## src/hw/ildm_pkg.sv

```systemverilog
// Constants for the link delay monitor: register indices, fields, reset values
// Function
// [RL1] Selection write refreshes result and link number two cycles later, 11-bit delay.
// [RL2] Types: max over time, group current max, group current min, single link delay.
// [RL3] Link delay is write pointer minus its group's read pointer.
// [RL4] Group start puts read pointer at slowest link minus guardband.
// [RL5] Software keeps each group guardband small, never below 4 cells.
// [RL6] Running, the slowest link's delay equals the guardband.
// [RL7] Each link delay is checked against its own group's maximum operational delay.
// [RL8] Software sets maximum operational delay between four cells and memory capacity.
// [RL9] Too slow an added link gives sync loss and a negative delay.
// [RL10] Too fast a link, beyond maximum delay, gives sync loss; recombination continues.
// [RL11] Sync loss also raised when a running link drifts negative or beyond maximum.
// [RL12] Onset and end of sync loss latch status bits, enable-gated interrupt.
// [RL13] Enabling a negative-delay link suspends recombination until delay reaches 4.
// [RL14] A participating link going negative suspends recombination until delay reaches 4.
// [RL15] Clear bit 6 of selection resets max over time, reading 0xFE00.
// [RL16] Delays are cell counts including guardband; link number zero for max over time.
// [RL17] Negative delays carry a sign prefix so negative zero differs from zero.
package ildm_pkg;
    localparam int NLINK = 4;
    localparam int NGRP  = 4;
    localparam int DW    = 11;

    // Register indices; byte address is four times the index
    localparam logic [11:0] IDX_DELAY_RESULT = 12'h285;
    localparam logic [11:0] IDX_DELAY_LINK   = 12'h286;
    localparam logic [11:0] IDX_GUARD_BASE   = 12'h287;
    localparam logic [11:0] IDX_MAXOP_BASE   = 12'h29A;
    localparam logic [11:0] IDX_DELAY_SEL    = 12'h2AA;
    localparam logic [11:0] IDX_IRQ_STS      = 12'h435;
    localparam logic [11:0] IDX_IRQ_CLR      = 12'h436;
    localparam logic [11:0] IDX_IRQ_EN       = 12'h437;
    localparam logic [11:0] IDX_LINK_CTL     = 12'h438;
    localparam logic [11:0] IDX_GRP_RUN      = 12'h439;
    localparam logic [11:0] IDX_SUSP_STS     = 12'h43A;

    // Selection register fields
    localparam int SEL_NUM_LSB  = 0;
    localparam int SEL_TYPE_LSB = 4;
    localparam int SEL_CLR_BIT  = 6;
    localparam logic [15:0] SEL_WMASK = 16'h003F;

    // Link control: four bits per link
    localparam int LCTL_W          = 4;
    localparam int LCTL_GRP_LSB    = 0;
    localparam int LCTL_MEMBER_BIT = 2;
    localparam int LCTL_RECOMB_BIT = 3;

    // Status layout: onset bits then end bits
    localparam int STS_ONSET_LSB = 0;
    localparam int STS_END_LSB   = 4;

    // Reset values
    localparam logic [15:0] GUARD_RST = 16'h0004;
    localparam logic [15:0] MAXOP_RST = 16'h07FF;
    localparam logic [15:0] SEL_RST   = 16'h0000;

    // Delay encoding
    localparam logic [15:0] NEG_ZERO    = 16'hFE00;
    localparam logic [6:0]  NEG_PREFIX  = 7'h7F;
    localparam logic [10:0] RESUME_CELLS = 11'h004;
    localparam int          RESULT_LAT  = 2;

    typedef enum logic [1:0] {
        ILDM_MAX_OVER_TIME = 2'h0,
        ILDM_GRP_CUR_MAX   = 2'h1,
        ILDM_GRP_CUR_MIN   = 2'h2,
        ILDM_LINK_CUR      = 2'h3
    } ildm_sel_type_e;
endpackage : ildm_pkg

```

## src/hw/ildm_top.sv

```systemverilog
// Link differential delay monitor with APB register slave
//
// The APB register port was left to the implementer.
`timescale 1ns/1ps
`default_nettype none
module ildm_top (
    // Clock and reset
    input  wire logic                  pclk,
    input  wire logic                  presetn,
    // APB slave
    input  wire logic                  psel,
    input  wire logic                  penable,
    input  wire logic                  pwrite,
    input  wire logic [13:0]           paddr,
    input  wire logic [31:0]           pwdata,
    output logic      [31:0]           prdata,
    output logic                       pready,
    output logic                       pslverr,
    // Cell memory pointers to and from recombiner logic
    input  wire logic [3:0][10:0]      link_wr_ptr,
    input  wire logic [3:0]            grp_rd_adv,
    input  wire logic                  frame_tick,
    output logic      [3:0][10:0]      grp_rd_ptr,
    output logic      [3:0]            grp_suspend,
    // Interrupt
    output logic                       irq
);

    typedef struct packed {
        logic [15:0]       sel;
        logic [3:0][15:0]  guard;
        logic [3:0][15:0]  maxop;
        logic [15:0]       lctl;
        logic [7:0]        irq_en;
        logic [7:0]        sts;
        logic [3:0]        sync_loss;
        logic [3:0]        run;
        logic [3:0]        susp;
        logic [3:0][10:0]  rd;
        logic [3:0][10:0]  maxt;
        logic [3:0]        maxt_v;
        logic [15:0]       res;
        logic [15:0]       res_ln;
        logic [1:0]        pend;
        logic [31:0]       prdata;
        logic              pready;
        logic              pslverr;
        logic              irq;
    } ildm_state_s;

    ildm_state_s st_r;
    ildm_state_s st_nxt;

    // Sign-prefixed delay encoding
    function automatic logic [15:0] ildm_enc(input logic [10:0] d);
        logic [10:0] mag;
        mag = 11'(-d);
        if (d[10]) begin
            return {ildm_pkg::NEG_PREFIX, mag[8:0]}; // RL17
        end
        return {5'h00, d};
    endfunction : ildm_enc

    // Per-link delay and sync-loss
    logic [3:0][10:0] dly;
    logic [3:0][1:0]  lgrp;
    logic [3:0]       member;
    logic [3:0]       recomb;
    logic [3:0]       neg;
    logic [3:0]       link_delay_sync_loss_now;

    genvar gl;
    generate
        for (gl = 0; gl < ildm_pkg::NLINK; gl++) begin : g_link
            assign lgrp[gl]   = st_r.lctl[gl*ildm_pkg::LCTL_W + ildm_pkg::LCTL_GRP_LSB +: 2];
            assign member[gl] = st_r.lctl[gl*ildm_pkg::LCTL_W + ildm_pkg::LCTL_MEMBER_BIT];
            assign recomb[gl] = st_r.lctl[gl*ildm_pkg::LCTL_W + ildm_pkg::LCTL_RECOMB_BIT];
            assign dly[gl]    = link_wr_ptr[gl] - st_r.rd[lgrp[gl]]; // RL3
            assign neg[gl]    = dly[gl][10];
            assign link_delay_sync_loss_now[gl] = member[gl] & st_r.run[lgrp[gl]]
                & (neg[gl] | (dly[gl] > st_r.maxop[lgrp[gl]][10:0])); // RL7 RL9 RL10 RL11
        end
    endgenerate

    // Per-group extremes and suspend conditions
    logic [3:0][10:0] cmax;
    logic [3:0][10:0] cmin;
    logic [3:0][1:0]  cmax_ln;
    logic [3:0][1:0]  cmin_ln;
    logic [3:0]       any_mem;
    logic [3:0]       any_neg;
    logic [3:0]       all_ok;

    genvar gg;
    generate
        for (gg = 0; gg < ildm_pkg::NGRP; gg++) begin : g_grp
            always_comb begin
                cmax[gg]    = 11'h000;
                cmin[gg]    = 11'h000;
                cmax_ln[gg] = 2'h0;
                cmin_ln[gg] = 2'h0;
                any_mem[gg] = 1'b0;
                any_neg[gg] = 1'b0;
                all_ok[gg]  = 1'b1;
                for (int l = 0; l < ildm_pkg::NLINK; l++) begin
                    if (member[l] && lgrp[l] == 2'(gg)) begin
                        if (!any_mem[gg] || $signed(dly[l]) > $signed(cmax[gg])) begin
                            cmax[gg]    = dly[l];
                            cmax_ln[gg] = 2'(l);
                        end
                        if (!any_mem[gg] || $signed(dly[l]) < $signed(cmin[gg])) begin
                            cmin[gg]    = dly[l];
                            cmin_ln[gg] = 2'(l);
                        end
                        any_mem[gg] = 1'b1;
                        if (recomb[l] && neg[l]) begin
                            any_neg[gg] = 1'b1; // RL13 RL14
                        end
                        if (recomb[l] && $signed(dly[l]) < $signed(ildm_pkg::RESUME_CELLS)) begin
                            all_ok[gg] = 1'b0; // RL13 RL14
                        end
                    end
                end
            end
        end
    endgenerate

    // APB decode
    logic        acc;
    logic        wr_en;
    logic [11:0] idx;
    logic        mapped;
    logic [15:0] rdata;
    logic [1:0]  sel_num;
    logic [1:0]  sel_type;

    assign acc      = psel & penable & st_r.pready;
    assign wr_en    = acc & pwrite;
    assign idx      = paddr[13:2];
    assign sel_num  = st_r.sel[ildm_pkg::SEL_NUM_LSB +: 2];
    assign sel_type = st_r.sel[ildm_pkg::SEL_TYPE_LSB +: 2];

    always_comb begin
        rdata  = 16'h0000;
        mapped = 1'b1;
        if (idx >= ildm_pkg::IDX_GUARD_BASE && idx < ildm_pkg::IDX_GUARD_BASE + 12'h004) begin
            rdata = st_r.guard[2'(idx - ildm_pkg::IDX_GUARD_BASE)];
        end else if (idx >= ildm_pkg::IDX_MAXOP_BASE
                     && idx < ildm_pkg::IDX_MAXOP_BASE + 12'h004) begin
            rdata = st_r.maxop[2'(idx - ildm_pkg::IDX_MAXOP_BASE)];
        end else begin
            case (idx)
                ildm_pkg::IDX_DELAY_RESULT: rdata = st_r.res;
                ildm_pkg::IDX_DELAY_LINK:   rdata = st_r.res_ln;
                ildm_pkg::IDX_DELAY_SEL:    rdata = st_r.sel;
                ildm_pkg::IDX_IRQ_STS:      rdata = {8'h00, st_r.sts};
                ildm_pkg::IDX_IRQ_CLR:      rdata = 16'h0000;
                ildm_pkg::IDX_IRQ_EN:       rdata = {8'h00, st_r.irq_en};
                ildm_pkg::IDX_LINK_CTL:     rdata = st_r.lctl;
                ildm_pkg::IDX_GRP_RUN:      rdata = {12'h000, st_r.run};
                ildm_pkg::IDX_SUSP_STS:     rdata = {12'h000, st_r.susp};
                default:                    mapped = 1'b0;
            endcase
        end
    end

    // Next-state logic
    logic [7:0]  sts_set;
    logic [7:0]  sts_clr;
    logic [3:0]  run_new;
    logic [10:0] sel_val;
    logic [1:0]  sel_ln;

    always_comb begin
        st_nxt  = st_r;
        sts_clr = 8'h00;
        run_new = st_r.run;

        // Bus handshake: one wait-free access cycle per transfer
        st_nxt.pready  = psel & ~penable;
        st_nxt.pslverr = 1'b0;
        if (psel && !penable) begin
            st_nxt.prdata  = {16'h0000, rdata};
            st_nxt.pslverr = ~mapped;
        end

        st_nxt.pend = {st_r.pend[0], 1'b0};
        if (wr_en) begin
            if (idx >= ildm_pkg::IDX_GUARD_BASE
                && idx < ildm_pkg::IDX_GUARD_BASE + 12'h004) begin
                st_nxt.guard[2'(idx - ildm_pkg::IDX_GUARD_BASE)] = pwdata[15:0];
            end else if (idx >= ildm_pkg::IDX_MAXOP_BASE
                         && idx < ildm_pkg::IDX_MAXOP_BASE + 12'h004) begin
                st_nxt.maxop[2'(idx - ildm_pkg::IDX_MAXOP_BASE)] = pwdata[15:0]; // RL7
            end else begin
                case (idx)
                    ildm_pkg::IDX_DELAY_SEL: begin
                        st_nxt.sel  = pwdata[15:0] & ildm_pkg::SEL_WMASK;
                        st_nxt.sel[ildm_pkg::SEL_CLR_BIT] = 1'b0;
                        st_nxt.pend = {st_r.pend[0], 1'b1}; // RL1
                        if (pwdata[ildm_pkg::SEL_CLR_BIT]) begin
                            st_nxt.maxt_v[pwdata[ildm_pkg::SEL_NUM_LSB +: 2]] = 1'b0; // RL15
                        end
                    end
                    ildm_pkg::IDX_IRQ_CLR:  sts_clr       = pwdata[7:0];
                    ildm_pkg::IDX_IRQ_EN:   st_nxt.irq_en = pwdata[7:0];
                    ildm_pkg::IDX_LINK_CTL: st_nxt.lctl   = pwdata[15:0];
                    ildm_pkg::IDX_GRP_RUN:  run_new       = pwdata[3:0];
                    default: ;
                endcase
            end
        end
        st_nxt.run = run_new;

        // Read pointer: start-up placement, then advance per cell read
        for (int g = 0; g < ildm_pkg::NGRP; g++) begin
            if (run_new[g] && !st_r.run[g]) begin
                st_nxt.rd[g]   = st_r.rd[g] + cmin[g] - st_r.guard[g][10:0]; // RL4 RL6
                st_nxt.susp[g] = 1'b0;
            end else if (st_r.run[g]) begin
                if (grp_rd_adv[g] && !st_r.susp[g]) begin
                    st_nxt.rd[g] = st_r.rd[g] + 11'h001;
                end
                if (any_neg[g]) begin
                    st_nxt.susp[g] = 1'b1; // RL13 RL14
                end else if (st_r.susp[g] && all_ok[g]) begin
                    st_nxt.susp[g] = 1'b0; // RL13 RL14
                end
            end else begin
                st_nxt.susp[g] = 1'b0;
            end
            // Once-per-frame max over time
            if (frame_tick && st_r.run[g] && any_mem[g]) begin
                if (!st_nxt.maxt_v[g] || $signed(cmax[g]) > $signed(st_r.maxt[g])) begin
                    st_nxt.maxt[g]   = cmax[g];
                    st_nxt.maxt_v[g] = 1'b1;
                end
            end
        end

        // Sync-loss edges into sticky status; set beats clear
        sts_set = {link_delay_sync_loss_now & ~st_r.sync_loss, ~link_delay_sync_loss_now & st_r.sync_loss}; // RL12
        sts_set = {sts_set[3:0], sts_set[7:4]};
        st_nxt.sync_loss = link_delay_sync_loss_now;
        st_nxt.sts       = (st_r.sts & ~sts_clr) | sts_set; // RL12
        st_nxt.irq       = |(st_nxt.sts & st_r.irq_en); // RL12

        // Indirect result, latched two cycles after the selection write
        sel_val = 11'h000;
        sel_ln  = 2'h0;
        case (sel_type)
            ildm_pkg::ILDM_GRP_CUR_MAX: begin
                sel_val = cmax[sel_num];
                sel_ln  = cmax_ln[sel_num];
            end
            ildm_pkg::ILDM_GRP_CUR_MIN: begin
                sel_val = cmin[sel_num];
                sel_ln  = cmin_ln[sel_num];
            end
            ildm_pkg::ILDM_LINK_CUR: begin
                sel_val = dly[sel_num];
                sel_ln  = sel_num;
            end
            default: sel_val = st_r.maxt[sel_num];
        endcase
        if (st_r.pend[ildm_pkg::RESULT_LAT-1]) begin // RL1 RL2
            if (sel_type == ildm_pkg::ILDM_MAX_OVER_TIME) begin
                st_nxt.res    = st_r.maxt_v[sel_num] ? ildm_enc(sel_val)
                                                     : ildm_pkg::NEG_ZERO; // RL15
                st_nxt.res_ln = 16'h0000; // RL16
            end else begin
                st_nxt.res    = ildm_enc(sel_val); // RL16
                st_nxt.res_ln = {14'h0000, sel_ln};
            end
        end
    end

    always_ff @(posedge pclk or negedge presetn) begin
        if (!presetn) begin
            st_r        <= '0;
            st_r.sel    <= ildm_pkg::SEL_RST;
            st_r.guard  <= {4{ildm_pkg::GUARD_RST}};
            st_r.maxop  <= {4{ildm_pkg::MAXOP_RST}};
            st_r.res    <= ildm_pkg::NEG_ZERO;
        end else begin
            st_r <= st_nxt;
        end
    end

    assign prdata      = st_r.prdata;
    assign pready      = st_r.pready;
    assign pslverr     = st_r.pslverr;
    assign grp_rd_ptr  = st_r.rd;
    assign grp_suspend = st_r.susp;
    assign irq         = st_r.irq;

endmodule : ildm_top
`default_nettype wire

```

## config.mk

```make
export PLATFORM = sky130hd
export DESIGN_NAME = ildm_top
export DESIGN_NICKNAME = d
export VERILOG_FILES = /design/src/hw/ildm_pkg.sv /design/src/hw/ildm_top.sv
export SDC_FILE = /design/constraint.sdc
export NUM_CORES = 2
export LEC_CHECK = 0
export ABC_CLOCK_PERIOD_IN_PS = 13600
export BUFFER_PORTS_ARGS = -buffer_cell sky130_fd_sc_hd__buf_4
export CAP_MARGIN = 20
export CORE_MARGIN = 10
export CORE_UTILIZATION = 58
export CTS_BUF_LIST = sky130_fd_sc_hd__clkbuf_4 sky130_fd_sc_hd__clkbuf_8 sky130_fd_sc_hd__clkbuf_16
export DETAILED_ROUTE_END_ITERATION = 8
export HOLD_SLACK_MARGIN = 0.02
export PLACE_DENSITY_LB_ADDON = 0.15
export SYNTH_ARGS = -nofsm -noshare
export SYNTH_HDL_FRONTEND = slang
export SYNTH_SLANG_ARGS = --single-unit
```

## constraint.sdc

```tcl
create_clock -name pclk -period 13.6 [get_ports pclk]
set_input_delay 1.36 -clock pclk [delete_from_list [all_inputs] [get_ports pclk]]
set_output_delay 1.36 -clock pclk [all_outputs]
set_load 0.005 [all_outputs]
```

---- After elaboration in Yosys (flattened, before gate mapping) ----
Index checks and enable logic that the tools add are counted.
operators by class
  equality and inequality tests ........... 28
  reduce and logical (&&, ||, !) cells .... 131
  bitwise logic cells ..................... 30
  magnitude comparators ................... 51
  muxes and demuxes ....................... 296
  $add $sub $neg .......................... 19
operator list
  operator               number
  $mux 11                76
  $gt 11x11->1           20
  $bmux 16 s2            6
  $bmux 11 s2            8
  $mux 16                10
  $mux 1                 133
  $lt 11x11->1           12
  $bwmux 64              2
  $pmux 16 s8            1
  $sub 11x11->11         8
  $eq 12x11->1 const B   6
  $mux 2                 34
  $demux 16 s2           2
  $logic_and 1x1->1      50
  $add 11x1->11 const B  4
  $add 11x11->11         4
  $lt 11x4->1 const B    4
  $eq 12x10->1 const B   3
  $mux 4                 9
  $pmux 11 s3            1
  $mux 32                1
  $mux 8                 4
  $logic_or 1x1->1       28
  $logic_not 1->1        25
  other kinds (28)       104
storage, ports and cells
  word-level logic and storage cells ...... 589
  bits in registers ....................... 323
  bits of input ports ..................... 100
  output and inout port bits .............. 83

---- Logic depth before layout (Yosys ltp) ----
  depth after elaboration ................. 25
  mapped depth ............................ 65
  depth with buffers taken out ............ 59

---- Least setup slack after synthesis ----
No wires, ideal clock.
  kind .................................... reg-to-reg
  start point ............................. register st_r (netlist bit lgrp[2])
  end point ............................... register st_r[111] in the netlist's numbering
  data required time ...................... 13.475 ns
  cell stages (with the launch flop) ...... 57
  clock period less this slack ............ 13.181 ns
  buffers on the path ..................... 6
  library setup time ...................... 0.125 ns
  arrival ................................. 13.057 ns
  path slack .............................. 0.419 ns
  path through ............................ dfrtp_1 buf_1 buf_1 mux4_2 ha_1 fa_1 nor2b_1 o31a_1 o31ai_4 a21oi_1 a31oi_1 xor2_1 inv_1 ha_1 nand3_1 or3_1 a211oi_1 nor3_1 [21 not listed] clkbuf_1 mux2i_1 ha_1 nor2b_1 o21a_1 o21a_1 o21a_1 o21ai_0 nand2b_1 a21oi_1 nor2b_1 o21ai_0 nand2b_1 a211oi_1 o22ai_1 o21bai_1 clkbuf_1 mux2_2
RTL lines
  what                    line             text
  from (decl)             ildm_top.sv:51   ildm_state_s st_r;
  from (signal assigned)  ildm_top.sv:286  st_r <= st_nxt;

---- Final worst setup path ----
  start point ............................. register st_r (netlist bit lgrp[0])
  end point ............................... register st_r (netlist bit grp_rd_ptr[42])
between the ends
  word-level cells in the longest chain between the ends .. 19
  elaborated cells on any way between the ends .. 27
  those cells by class .................... add/sub (3); order compare (3); eq/ne (1); mux (13); reduce/logical (7)
RTL lines
  what                           line             text
  $bmux 11 s2                    ildm_top.sv:78   assign dly[gl] = link_wr_ptr[gl] - st_r.rd[lgrp[gl]];
  $mux 11 (implied by the code)  ildm_top.sv:78
  $sub 11x11->11                 ildm_top.sv:78
  $mux 11                        ildm_top.sv:106  if (member[l] && lgrp[l] == 2'(gg)) begin
  $lt 11x11->1                   ildm_top.sv:111  if (!any_mem[gg] || $signed(dly[l]) < $signed(cmin[gg])) begin
  $logic_or 1x1->1               ildm_top.sv:111
  $mux 11                        ildm_top.sv:111
  $mux 11                        ildm_top.sv:106
  [3 not listed]                 --
  $mux 11                        ildm_top.sv:106
  $lt 11x11->1                   ildm_top.sv:111
  $logic_or 1x1->1               ildm_top.sv:111
  $mux 11                        ildm_top.sv:111
  $mux 11 *                      ildm_top.sv:106
  $add 11x11->11 *               ildm_top.sv:218  st_nxt.rd[g] = st_r.rd[g] + cmin[g] - st_r.guard[g][10:0];
  $sub 11x11->11 *               ildm_top.sv:218
  $mux 11 *                      ildm_top.sv:217  if (run_new[g] && !st_r.run[g]) begin
Mark *: on every way between the ends. The rest lies on a longest branch, timed or not. The select of a mux whose other input is x is not followed.
A chain may end at the register's enable or synchronous reset.

==> summary.md <==
| Metric | Value |
|---|---|
| First-pass GRT wire length | between 200,000 and 250,000 um |
| Post-Route WL | approximately 170,000 um |
| Cells after synthesis | just over 4,000 |
| Boundary pin count | between 150 and 200 |
| GRT busiest layer | met2 |
| Synth top area share | between 10% and 20% |
| Arr. time, crit path | about 13,000 ps |
| Synth unique cells | 109 |
| Endpoints failing hold | 0 |
| Crit-path slowest cell | dfrtp_4 |
| Final worst-path cycle share | 95.7% |
| Worst Setup Path Type | register to register |
| Most used cell, CP | a21o_1 |
| CP endpoint kind | register |
| R2r setup slk | ~590 ps |
| Prevailing post-synth register cell | dfrtp_1 |
| Clock H-tree levels | 2 |
| CTS sink count | between 300 and 400 |
| Max Freq | between 0.07 and 0.08 GHz |
| Critical path required time | approximately 14,000 ps |
| Initial DRC count | 5,238 |
| Register Area | between 7000 and 8000 sq um |
| Final core utilization | about two thirds |
| Buffers and inverters on the worst path | 5 |
| Transition time of the tightest slew-check pin | 1260 ps |
| MaxCap Viol Count | 0 |
| Top-count cell post-synth | ha_1 |
| Pwr per Cell Area | roughly 64 nW/um^2 |
| Cell Area, Synth | 35,800 sq um |
| CTS clock-pin slew for the worst setup and hold paths | 60 ps |
| Worst clock skew | around 20 ps |
| Worst-Skew Late Latency | about 570 ps |
| Yosys warning count | 0 |
| Grt met2 use | 66.4% |
| Drt wl/cell | 32.8 um |
| RSZ-0062 raised after global routing | no |
| Largest net degree at the start of global routing | approximately 140 |
| Rows | 91 |
| Setup-failing EPs final | 0 |
| Number of nets still failing antenna checks after routing | 0 |
| Grt total ovfl | 0 |
| CTS buffer count | 37 |
| Family with the most delay on the worst path | compound AO/OA/AOI/OAI gates |
| Avg Cell Area, Syn | slightly below 9 sq um |
| Vias per std cell | around 7.2 |
| Die Ht | 268 um |
| Met3 Use GR | 15.3% |
| Clk root buf | clkbuf_16 |
| Min Hold Slack | ~350 ps |
| Fin nets | approximately 4,800 |
| Port Buffers | approximately 150 |
| Worst Setup Start Kind | register |
| CTS tree | built |
| Gr usage total | a little under half |
| Cts hold-fix bufs | 0 |
| Vias in the first global route | about 34,000 |
| Violated checks | design-rule violations |
| Initial antenna violation count | 9 |
| Hold Path Class | register to register |
| Post-synthesis sequential area ratio | 21.4% |
| Share of cells above drive strength 1 | between 20% and 30% |
| Setup_tns | 0 ps |
| DIE WIDTH | roughly 270 um |
| Synth top area cells | dfrtp_1 (18%), ha_1 (14%), mux4_2 (9.3%), mux2_2 (6.1%), inv_1 (3.7%) |
| GRT met1 Usage | 55.2% |
| Final Critical Period | ~13,000 ps |
| Slew HR | between 10% and 20% |
| Status | finished, violations left |
| Yosys reg bits | between 300 and 400 |
| Max incr delay on CP | roughly 500 ps |
| Multi-input gate area | ~26,000 sq um |
| GPL Wtd Cong | 1.15 |
| Vias | between 30,000 and 40,000 |
| # DRC | 20 |
| Post-synth EDFFs | 0 |
| Static leakage | about 18 nW |
| Die ar. | a little over 70,000 sq um |
| Max IR drop VDD | approximately 0.00012 V |
| 1st-pass router iterations | 9 |
| Clk buf depth | 3 |
| Initial Util | approximately three fifths |
| Hpwl dp | between 100,000 and 150,000 um |
| Critical Path Fanout Max | 8 |
| Commonest cells post-synth | ha_1 (389), inv_1 (357), nand2_1 (325) |
| Fillers | between 5,000 and 6,000 |
| Fraction of registers with async set/reset | 100% |
| Core area | approximately 60,000 sq um |
| Area leader, netlist | dfrtp_1 |
| Max Transition Viols Final | 0 |
| Area Growth Syn to Fin | 12.4% |
==> registers in the layout (all words and copies together) (netlist names) <==
name,flops
lgrp,8
pready,1
pslverr,1
prdata,16
grp_rd_ptr,44
sel_num,2
st_r,217
sel_type,2
recomb,4
irq,1
grp_suspend,4
member,4
==> logic make-up (layout without fill, tap and decap cells) <==
kind of cell               after synthesis  after routing  share of synthesized area, %
AOI/OAI and AO/OA                     1070           1070                          20.4
and+or+nand+nor                       1055           1055                          14.3
buffers and inverters                  637            868                          7.66
adders and majority gates              435            435                          16.1
muxes                                  414            414                          17.5
DFF                                    304            304                          21.4
xor gates and xnor gates               108            108                          2.64
other                                    1             28                        0.0105
==> layer usage <==
layer / up-vias / routed length, um
li1: 15300 / -
met1: 17400 / 59500
met2: 2834 / 69300
met3: 827 / 22300
met4: 4 / 15200
met5: - / 30
==> worst reg2reg max path: cells and delay by family (launching register included) <==
family	cells	cell delay, ps
adder cells (fa/ha/maj)	7	2200
multiplexers	3	1370
AO/OA/AOI/OAI	29	6350
AND/OR/NAND/NOR	8	1460
XOR/XNOR	2	410
buffers and inverters	5	610
flip-flops	1	510
==> where the power goes <==
part,switching [W],internal [W]
logic,0.000417,0.000203
clock network,0.000420,0.000622
registers,0.00000299,0.000908
==> placed cells by master (no fill, tap or decap), drive strengths merged, types with 43 or more instances in the layout <==
cell type and n:
a211oi 50, a21o 73, a21oi 242, buf 434
clkbuf 56, dfrtp 254, dfstp 50, fa 44
ha 389, inv 363, mux2 198, mux2i 68
mux4 148, nand2 325, nand3 88, nand4 69
nor2 229, nor2b 58, nor3 86, o211ai 43
o21a 75, o21ai 230, xnor2 76
==> final cells by class <==
class / instances / share of cell area, %
Antenna cell: 12 / 0.0746
Clock buffer: 56 / 2.82
Clock inverter: 12 / 0.370
Inverter: 366 / 3.41
Multi-Input combinational cell: 3098 / 63.5
Sequential cell: 304 / 19.1
Tap cell: 790 / 2.46
Timing Repair Buffer: 434 / 8.31
==> timing repair <==
item | CTS | global route
endpoints found under the setup margin | 0 | 16
setup buffers | 0 | 4
gates resized for setup | 0 | 9
==> final timing paths <==
check,startpoint,to,depth (start not counted)
max in group asynchronous,presetn,lgrp[0],3
setup / recovery,lgrp[0],grp_rd_ptr[42],54
setup reg to reg,lgrp[0],grp_rd_ptr[42],54
hold reg to reg,st_r[35],st_r[36],0
min in group asynchronous,presetn,st_r[114],1
hold / removal,st_r[35],st_r[36],0
==> metrics by stage <==
step | worst slack, ps | cell area (sq um) | cells | total power (W)
2_1_floorplan | 419 | 35900 | 4039 | 0.00124
4_1_cts | 345 | 40100 | 5051 | 0.00253
3_5_place_dp | 266 | 38800 | 4983 | 0.00150
3_3_place_gp | 287 | 38800 | 4982 | 0.00149
5_1_grt | 16.0 | 40200 | 5061 | 0.00263
6_report | 587 | 40300 | 5072 | 0.00257
No activity file was read; power rests on OpenSTA's default activity.
